$ cat config.mk
export PLATFORM = sky130hd
export DESIGN_NAME = rpm_mux
export DESIGN_NICKNAME = d
export VERILOG_FILES = /design/src/rtl/rpm_pkg.sv /design/src/rtl/rpm_mux.sv /design/src/rtl/rpm_sync.sv
export SDC_FILE = /design/constraint.sdc
export NUM_CORES = 1
export LEC_CHECK = 0
export ABC_AREA = 1
export BUFFER_PORTS_ARGS = -buffer_cell sky130_fd_sc_hd__buf_2
export CAP_MARGIN = 20
export CORE_MARGIN = 1.5
export CORE_UTILIZATION = 48
export CTS_CLUSTER_SIZE = 24
export DETAILED_ROUTE_END_ITERATION = 10
export PLACE_DENSITY = 0.79
export SETUP_SLACK_MARGIN = 0.05
export SLEW_MARGIN = 20
export SYNTH_ARGS = -nofsm -noshare
export SYNTH_HDL_FRONTEND = slang
export SYNTH_SLANG_ARGS = --single-unit
$ cat constraint.sdc
create_clock -name pclk -period 1.1 [get_ports pclk]
set_input_delay 0.055 -clock pclk [delete_from_list [all_inputs] [get_ports pclk]]
set_output_delay 0.055 -clock pclk [all_outputs]
set_load 0.005 [all_outputs]
$ cat src/rtl/rpm_pkg.sv
// constants, register map and carrier types for the two-pin function mux
package rpm_pkg;
	localparam logic [11:0] ADDR_CTRL = 12'h000;
	localparam logic [11:0] ADDR_DATA = 12'h004;
	localparam logic [11:0] ADDR_STAT = 12'h008;
	localparam logic [11:0] ADDR_MASK = 12'h00c;
	localparam logic [11:0] ADDR_LEVEL = 12'h010;
	localparam logic [11:0] ADDR_IRQ = 12'h014;
	// control register fields
	localparam int CTL_RXC_SEL = 0;
	localparam int CTL_RXC_SRC = 1;
	localparam int CTL_A_OE = 2;
	localparam int CTL_ADC_EN = 3;
	localparam int CTL_SDF_EN = 4;
	localparam int CTL_CHB_EN = 5;
	localparam int CTL_B_FN = 6;
	localparam int CTL_B_OE = 7;
	localparam int CTL_ANT_REQ = 8;
	localparam int CTL_RXS = 9;
	localparam int CTL_W = 10;
	// data / level register fields
	localparam int PIN_A = 0;
	localparam int PIN_B = 1;
	localparam int DAT_W = 2;
	// status / mask fields
	localparam int ST_SDF = 0;
	localparam int ST_ADC = 1;
	localparam int ST_CHB = 2;
	localparam int ST_W = 3;
	// irq select/type fields
	localparam int IRQ_SEL_LSB = 0;
	localparam int IRQ_TYP_LSB = 4;
	localparam int IRQ_W = 8;
	localparam logic [3:0] IRQ_SEL_A = 4'ha;
	localparam logic [3:0] IRQ_SEL_B = 4'h5;
	localparam logic [3:0] IRQ_TYP_TOTEM = 4'h2;
	localparam logic [3:0] IRQ_TYP_OD = 4'h1;
	localparam logic [CTL_W-1:0] CTL_RESET = 10'h000;
	localparam logic [ST_W-1:0] MASK_RESET = 3'h0;
	localparam logic [IRQ_W-1:0] IRQ_RESET = 8'h00;
	localparam int SYNC_STAGES = 2;

	typedef struct packed {
		logic in;
		logic out;
		logic oe;
	} rpm_pin_s;

	typedef struct packed {
		logic isa_irq;
		logic rxc_sel;
		logic user_oe;
		logic data;
	} rpm_pin_cfg_s;
endpackage : rpm_pkg

$ cat src/rtl/rpm_mux.sv
// two multi-function pins: irq, gpio, rx clock, adc trigger, frame start
//
// Our own choices: the address map and the APB interface to the registers.
`timescale 1ns/10ps
module rpm_mux
(
	input wire logic pclk,
	input wire logic presetn,
	input wire logic psel,
	input wire logic penable,
	input wire logic pwrite,
	input wire logic [11:0] paddr,
	input wire logic [31:0] pwdata,
	output logic [31:0] prdata,
	output logic pready,
	output logic pslverr,
	input wire logic pccard_strap,
	input wire logic recovered_rx_clock,
	input wire logic rx_clock_input,
	input wire logic isa_irq_a,
	input wire logic isa_irq_b,
	input wire logic pin_a_in,
	output logic pin_a_out,
	output logic pin_a_oe,
	input wire logic pin_b_in,
	output logic pin_b_out,
	output logic pin_b_oe,
	input wire logic ext_chbsy_pin,
	input wire logic int_chbsy,
	output logic chbsy_status,
	input wire logic antenna_selected,
	input wire logic int_adc_start,
	output logic adc_start,
	output logic rx_fifo_load_enable,
	output logic irq
);
	logic [rpm_pkg::CTL_W-1:0] ctl_q;
	logic [rpm_pkg::DAT_W-1:0] dat_q;
	logic [rpm_pkg::ST_W-1:0] st_q;
	logic [rpm_pkg::ST_W-1:0] st_d;
	logic [rpm_pkg::ST_W-1:0] mask_q;
	logic [rpm_pkg::IRQ_W-1:0] irqcfg_q;
	logic [31:0] prdata_q;
	logic pslverr_q;
	logic pccard_q;
	logic strap_done_q;
	logic adc_start_q;
	logic chbsy_q;
	logic rx_load_q;
	logic adc_lvl;
	logic adc_rise;
	logic pb_lvl;
	logic pb_rise_unused;
	logic wr_en;
	logic rd_en;
	logic addr_ok;
	logic isa_mode;
	logic [3:0] irq_sel;
	logic [3:0] irq_typ;
	logic irq_for_a;
	logic irq_for_b;
	logic rx_clk_src;
	logic frame_start_flag;
	logic ext_frame_start_enable;
	logic ext_channel_busy_enable;
	logic ext_adc_start_enable;

	assign wr_en = psel & penable & pwrite;
	assign rd_en = psel & penable & ~pwrite;
	assign addr_ok = (paddr == rpm_pkg::ADDR_CTRL) || (paddr == rpm_pkg::ADDR_DATA)
		|| (paddr == rpm_pkg::ADDR_STAT) || (paddr == rpm_pkg::ADDR_MASK)
		|| (paddr == rpm_pkg::ADDR_LEVEL) || (paddr == rpm_pkg::ADDR_IRQ);

	// strap is captured on the first clock after release, not by the reset itself
	always_ff @(posedge pclk or negedge presetn)
	begin
		if (!presetn)
		begin
			pccard_q <= 1'b0;
			strap_done_q <= 1'b0;
		end
		else if (!strap_done_q)
		begin
			pccard_q <= pccard_strap;
			strap_done_q <= 1'b1;
		end
	end

	assign isa_mode = ~pccard_q;

	always_ff @(posedge pclk or negedge presetn)
	begin
		if (!presetn)
			ctl_q <= rpm_pkg::CTL_RESET;
		else if (wr_en && paddr == rpm_pkg::ADDR_CTRL)
			ctl_q <= pwdata[rpm_pkg::CTL_W-1:0];
	end

	always_ff @(posedge pclk or negedge presetn)
	begin
		if (!presetn)
			dat_q <= '0;
		else if (wr_en && paddr == rpm_pkg::ADDR_DATA)
			dat_q <= pwdata[rpm_pkg::DAT_W-1:0];
	end

	always_ff @(posedge pclk or negedge presetn)
	begin
		if (!presetn)
			mask_q <= rpm_pkg::MASK_RESET;
		else if (wr_en && paddr == rpm_pkg::ADDR_MASK)
			mask_q <= pwdata[rpm_pkg::ST_W-1:0];
	end

	always_ff @(posedge pclk or negedge presetn)
	begin
		if (!presetn)
			irqcfg_q <= rpm_pkg::IRQ_RESET;
		else if (wr_en && paddr == rpm_pkg::ADDR_IRQ)
			irqcfg_q <= pwdata[rpm_pkg::IRQ_W-1:0];
	end

	assign ext_adc_start_enable = ctl_q[rpm_pkg::CTL_ADC_EN];
	assign ext_frame_start_enable = ctl_q[rpm_pkg::CTL_SDF_EN];
	assign ext_channel_busy_enable = ctl_q[rpm_pkg::CTL_CHB_EN];
	assign irq_sel = irqcfg_q[rpm_pkg::IRQ_SEL_LSB +: 4];
	assign irq_typ = irqcfg_q[rpm_pkg::IRQ_TYP_LSB +: 4];

	// pin A
	assign rx_clk_src = ctl_q[rpm_pkg::CTL_RXC_SRC] ? rx_clock_input
		: recovered_rx_clock;
	assign irq_for_a = isa_mode && !ctl_q[rpm_pkg::CTL_RXC_SEL]
		&& irq_sel == rpm_pkg::IRQ_SEL_A;

	always_comb
	begin
		pin_a_out = 1'b0;
		pin_a_oe = 1'b0;
		if (ctl_q[rpm_pkg::CTL_RXC_SEL])
		begin
			pin_a_out = rx_clk_src;
			pin_a_oe = 1'b1;
		end
		else if (irq_for_a)
		begin
			// open drain drives only the low level; other types fall back to totem
			if (irq_typ == rpm_pkg::IRQ_TYP_OD)
			begin
				pin_a_out = 1'b0;
				pin_a_oe = ~isa_irq_a;
			end
			else
			begin
				pin_a_out = isa_irq_a;
				pin_a_oe = 1'b1;
			end
		end
		else if (ctl_q[rpm_pkg::CTL_A_OE])
		begin
			pin_a_out = dat_q[rpm_pkg::PIN_A];
			pin_a_oe = 1'b1;
		end
	end

	// pin B
	assign irq_for_b = isa_mode && !ext_frame_start_enable
		&& !ctl_q[rpm_pkg::CTL_B_FN] && irq_sel == rpm_pkg::IRQ_SEL_B;

	always_comb
	begin
		pin_b_out = 1'b0;
		pin_b_oe = 1'b0;
		if (ext_frame_start_enable)
		begin
			pin_b_out = 1'b0;
			pin_b_oe = 1'b0;
		end
		else if (irq_for_b)
		begin
			if (irq_typ == rpm_pkg::IRQ_TYP_OD)
			begin
				pin_b_out = 1'b0;
				pin_b_oe = ~isa_irq_b;
			end
			else
			begin
				pin_b_out = isa_irq_b;
				pin_b_oe = 1'b1;
			end
		end
		else if (ctl_q[rpm_pkg::CTL_B_OE])
		begin
			pin_b_out = dat_q[rpm_pkg::PIN_B];
			pin_b_oe = 1'b1;
		end
	end

	// pin A trigger and pin B level cross through synchronisers
	rpm_sync u_sync_a
	(
		.pclk(pclk),
		.presetn(presetn),
		.d(pin_a_in),
		.q(adc_lvl),
		.rise(adc_rise)
	);

	rpm_sync u_sync_b
	(
		.pclk(pclk),
		.presetn(presetn),
		.d(pin_b_in),
		.q(pb_lvl),
		.rise(pb_rise_unused)
	);

	always_ff @(posedge pclk or negedge presetn)
	begin
		if (!presetn)
			adc_start_q <= 1'b0;
		else
			adc_start_q <= int_adc_start | (ext_adc_start_enable & adc_rise);
	end

	assign adc_start = adc_start_q;

	always_ff @(posedge pclk or negedge presetn)
	begin
		if (!presetn)
			rx_load_q <= 1'b0;
		else
			rx_load_q <= ext_frame_start_enable && ext_channel_busy_enable
				&& (!ctl_q[rpm_pkg::CTL_ANT_REQ] || antenna_selected)
				&& ctl_q[rpm_pkg::CTL_RXS] && pb_lvl;
	end

	assign rx_fifo_load_enable = rx_load_q;

	always_ff @(posedge pclk or negedge presetn)
	begin
		if (!presetn)
			chbsy_q <= 1'b0;
		else
			chbsy_q <= ext_channel_busy_enable ? ext_chbsy_pin : int_chbsy;
	end

	assign chbsy_status = chbsy_q;
	assign frame_start_flag = ext_frame_start_enable & pb_lvl;

	// sticky status: a set in the read cycle survives the clear
	always_comb
	begin
		st_d = st_q;
		if (rd_en && paddr == rpm_pkg::ADDR_STAT)
			st_d = '0;
		if (frame_start_flag)
			st_d[rpm_pkg::ST_SDF] = 1'b1;
		if (ext_adc_start_enable && adc_rise)
			st_d[rpm_pkg::ST_ADC] = 1'b1;
		if (chbsy_q)
			st_d[rpm_pkg::ST_CHB] = 1'b1;
	end

	always_ff @(posedge pclk or negedge presetn)
	begin
		if (!presetn)
			st_q <= '0;
		else
			st_q <= st_d;
	end

	assign irq = |(st_q & mask_q);

	// read data registered at the setup edge; level reads pins live
	always_ff @(posedge pclk or negedge presetn)
	begin
		if (!presetn)
		begin
			prdata_q <= 32'h0000_0000;
			pslverr_q <= 1'b0;
		end
		else if (psel && !penable)
		begin
			pslverr_q <= ~addr_ok;
			unique case (paddr)
				rpm_pkg::ADDR_CTRL: prdata_q <= {22'h0, ctl_q};
				rpm_pkg::ADDR_DATA: prdata_q <= {30'h0, dat_q};
				rpm_pkg::ADDR_STAT: prdata_q <= {29'h0, st_q | st_d};
				rpm_pkg::ADDR_MASK: prdata_q <= {29'h0, mask_q};
				rpm_pkg::ADDR_LEVEL: prdata_q <= {30'h0, pin_b_in, pin_a_in};
				rpm_pkg::ADDR_IRQ: prdata_q <= {24'h0, irqcfg_q};
				default: prdata_q <= 32'h0000_0000;
			endcase
		end
	end

	assign prdata = prdata_q;
	assign pslverr = pslverr_q;
	assign pready = psel & penable;
	// ties the unused edge output so it is read
	logic unused_ok;
	assign unused_ok = pb_rise_unused & adc_lvl;
endmodule : rpm_mux

$ cat src/rtl/rpm_sync.sv
// two-stage synchroniser with combinational rising-edge pulse
`timescale 1ns/10ps
module rpm_sync
(
	input wire logic pclk,
	input wire logic presetn,
	input wire logic d,
	output logic q,
	output logic rise
);
	logic [rpm_pkg::SYNC_STAGES-1:0] sync_q;
	logic prev_q;

	always_ff @(posedge pclk or negedge presetn)
	begin
		if (!presetn)
			sync_q <= '0;
		else
			sync_q <= {sync_q[rpm_pkg::SYNC_STAGES-2:0], d};
	end

	// only the last stage feeds the edge detector
	always_ff @(posedge pclk or negedge presetn)
	begin
		if (!presetn)
			prev_q <= 1'b0;
		else
			prev_q <= sync_q[rpm_pkg::SYNC_STAGES-1];
	end

	assign q = sync_q[rpm_pkg::SYNC_STAGES-1];
	assign rise = q & ~prev_q;
endmodule : rpm_sync

==> results.txt <==
- Final Wtd Congestion: 0.8241
- Global routing used 23.29% of the available tracks across all layers.
- Dpl hpwl: 4499 µm
- For this design the top-level I/O count stands at 102.
- Clock edge transition at the registers on the reported setup and hold paths: 80 ps
- The checks that failed: setup timing.
* Critical path fanouts, max: 4
- In this run the critical register-to-register path is launched from ctl_q[4].
- CTS root buffer: sky130_fd_sc_hd__clkbuf_8
* Number of antenna diodes: 0
- Worst hold path startpoint: pwdata[7]
- TritonCTS built the clock tree.
- Clock latency on the worst-skew pair, taken at its later pin, is 320 ps.
- DRC viols: 0
* Total die area: 5658 µm²
* GR Overflow Total: 0
- The max-slew violation total from the final report came to 0.
- Average wire per cell in the routed design: 12.64 µm
- Filler-free cell count of the finished design: 477
- First-pass GRT wire length: 9611 µm
- Post-synthesis instance area: 2504 µm²
* Number of nets in the layout: 466
* Kind of end point of the critical path: output pin
- Counting distinct cell types in the post-synthesis netlist gives 33.
- Flop-to-flop setup slack: -10 ps
- Post-route cell area: 3273 µm²
- Static timing analysis puts the maximum clock frequency at 635.1 MHz.
- Setup violations remaining at the end of the flow were counted as 5.
* Placement-stage worst setup slack: -178.0 ps
- Worst min path class: in2reg
* Worst setup margin: -474.6 ps
* Number of cells traversed by the worst hold path: 3
- Critical path startpoint category: flip-flop
* Run status: finished, violations left
- The total area inside the core boundary comes to 5075 µm².
* Layout area overhead: 30.73%
* Reported leakage power: 1.776 nW
- Maximum buffer depth of the clock tree: 2
- # placed instances: 456
* Max-cap violations: 0
- Worst Hold Endpoint: irqcfg_q[7]
- The routed design has 6030 µm of wire.
- Wire segments on met3 add up to 351 µm in the final route.
- Setup skew after layout: 6.946 ps
- Number of synthesis warnings: 0
- The first detailed-routing pass took 4 iterations.
- Initial core utilization: 49.33%
* Crit path DAT: 1520 ps
- Summed over all nets, wire length on met2 after detailed routing comes to 2999 µm.
- Total number of vias: 2294
- The count of final hold-check violations came to 0.
- Vias in the first global route: 2099
* Share of the cycle needed by the critical path after routing: 143.1%
- After detailed placement, the total cell area comes to 3012 µm².
- Row generation in the floorplan step produced 26 rows.
- Drt initial violations: 183
- In this run the remaining antenna-violating nets after routing total 0.
- Depth of the worst register-to-register path: 8
- Number of synthesized register bits: 47
- Port buffering added 57 buffers.
- The number of clock buffers added by TritonCTS is 5.
- Setup repair after global routing could not meet its margin everywhere.
- Clock H-tree levels: 2
* Proportion of synthesized chip area in sequential cells: 46.98%
- Vias/cell: 4.809
- For this run, asynchronously set or reset flops after synthesis account for 100.0%.
- For this run, the leading register cell type out of synthesis is sky130_fd_sc_hd__dfrtp_1.
* Capture instance of the worst register-to-register path: prdata[0]
* Required arrival time at the worst endpoint: 1040 ps
* Fill cells: 457
- Across the VDD grid, the largest voltage drop is 795.3 µV.
- Of the cells placed in the final design, the portion with a size suffix greater than 1 is 30.96%.
* Chip width: 75.22 µm
- Power comes to 3.390 mW.
- Entering global routing, the biggest net connects 36 pins.
- Clock Sinks: 47
- Power density cells: 1036 nW/µm²
* Mapped Cells: 308
- Post-synthesis average cell area: 8.129 µm²
- In the final routing, the length of wire on met1 measures 2588 µm.
- Time the final worst path needs with I/O delays and setup: 1575 ps
* Class of the most critical setup path: reg2out
* Antenna violations before repair: 0
- Number of enable flip-flop cells after synthesis: 0
* Highest routing layer actually used: met4
- Measured along the y axis, the die boundary spans 75.22 µm.
## critical path, stage by stage (launching register included)
cell	delay (ps)
sky130_fd_sc_hd__dfrtp_1	410
sky130_fd_sc_hd__nor3b_2	180
sky130_fd_sc_hd__nand4_1	170
sky130_fd_sc_hd__nor2_1	130
sky130_fd_sc_hd__nand2_1	70
sky130_fd_sc_hd__a21oi_2	120
sky130_fd_sc_hd__buf_2	120
## sequential cells by signal, summed over array words and instances (netlist names), 2 cells and up
signal	flops
irqcfg_q	8
ctl_q	10
st_q	3
dat_q	2
u_sync_b.sync_q	2
u_sync_a.sync_q	2
mask_q	3
prdata	10
## report_power, final
part,internal (mW),switching (mW)
clock,0.735,0.594
sequential,1.75,0.0124
combinational,0.128,0.170
## cell usage in the layout (no fill, tap or decap), types with 2 or more instances in the layout
cell type                       count
sky130_fd_sc_hd__a21o_1             2
sky130_fd_sc_hd__dfrtp_1           47
sky130_fd_sc_hd__dlygate4sd3_1     10
sky130_fd_sc_hd__buf_12             4
sky130_fd_sc_hd__a21oi_1            3
sky130_fd_sc_hd__nor3_4             2
sky130_fd_sc_hd__nand4_1            5
sky130_fd_sc_hd__nor2_4             3
sky130_fd_sc_hd__buf_4             27
sky130_fd_sc_hd__o22ai_1            2
sky130_fd_sc_hd__o21ai_1           14
sky130_fd_sc_hd__conb_1            23
sky130_fd_sc_hd__o31ai_1            2
sky130_fd_sc_hd__o21ai_0            9
sky130_fd_sc_hd__buf_2             57
sky130_fd_sc_hd__nand3_1           29
sky130_fd_sc_hd__inv_2              3
sky130_fd_sc_hd__nand2_2            5
sky130_fd_sc_hd__nor2_2             3
sky130_fd_sc_hd__inv_1             38
sky130_fd_sc_hd__o21ai_2            8
sky130_fd_sc_hd__nor2_1            22
sky130_fd_sc_hd__clkbuf_8           6
sky130_fd_sc_hd__nand2_1           70
sky130_fd_sc_hd__a21oi_2            3
## stage by stage
stage | utilization [%] | hold WS [ps] | setup TNS [ps]
floorplan | - | -240.6 | 0
global placement | 59.34 | -32.82 | -1992
detailed placement | 59.34 | -28.52 | -3691
CTS | 63.98 | 0.5363 | -1723
global route | 64.50 | 10.07 | -2276
finish | 64.50 | 5.078 | -1675
## how the worst max path moves through the flow
stage | endpoint | slack (ps) | cells past startpoint | startpoint
2_1_floorplan | pin_b_oe | 50 | 4 | pccard_q
6_report | pin_b_out | -470 | 6 | pccard_q
3_3_place_gp | irqcfg_q[0] | -130 | 7 | paddr[1]
4_1_cts | pin_b_out | -470 | 6 | pccard_q
3_5_place_dp | irqcfg_q[5] | -180 | 7 | paddr[1]
5_1_grt | pin_b_out | -630 | 6 | pccard_q
## final cells by class
class                           instances  area (µm²)  share of cell area, %
Clock buffer                            6       82.58                  2.523
Clock inverter                          2       35.03                  1.070
Inverter                               41       153.9                  4.702
Multi-Input combinational cell        213        1070                  32.68
Sequential cell                        47        1176                  35.93
Tap cell                               70       87.58                  2.676
Timing Repair Buffer                   98       668.1                  20.41
## logic make-up after synthesis
kind of cell | share of synthesized area, %
buf+inv | 14.14
flops | 46.98
simple gates | 26.64
compound gates | 11.49
mux | 0.4497
other cells | 0.3000
## per-layer routing
layer / vias up / global-route usage (%)
met5: - / 0
li1: 1136 / -
met4: 0 / 6.944
met2: 74 / 38.84
met3: 8 / 6.426
met1: 1076 / 29.76
## Yosys cell counts, types with 2 or more instances
master / count / area [µm²]
sky130_fd_sc_hd__a21o_1: 2 / 15.01
sky130_fd_sc_hd__a21oi_1: 4 / 20.02
sky130_fd_sc_hd__nand2_1: 70 / 262.8
sky130_fd_sc_hd__o21ai_2: 8 / 70.07
sky130_fd_sc_hd__buf_2: 4 / 20.02
sky130_fd_sc_hd__dfrtp_1: 47 / 1176
sky130_fd_sc_hd__o31ai_1: 2 / 15.01
sky130_fd_sc_hd__nor2_2: 2 / 12.51
sky130_fd_sc_hd__o22ai_1: 2 / 12.51
sky130_fd_sc_hd__nand2_2: 5 / 31.28
sky130_fd_sc_hd__conb_1: 2 / 7.510
sky130_fd_sc_hd__a21oi_2: 2 / 17.52
sky130_fd_sc_hd__o21ai_0: 9 / 45.04
sky130_fd_sc_hd__nand3_1: 29 / 145.1
sky130_fd_sc_hd__buf_4: 22 / 165.2
sky130_fd_sc_hd__nand4_1: 5 / 31.28
sky130_fd_sc_hd__nor2_1: 23 / 86.33
sky130_fd_sc_hd__nor2_4: 3 / 33.78
sky130_fd_sc_hd__o21ai_1: 14 / 70.07
sky130_fd_sc_hd__inv_1: 40 / 150.1
## repair_timing
action / CTS / global route
endpoints found under the setup margin: 7 / 11
resized for setup: 2 / 2
endpoints found under the hold margin: 55 / 0
hold buffers: 10 / 0
setup buffers: 2 / 1
pin swaps: 10 / 8
Power figures use the tool's default switching activity.
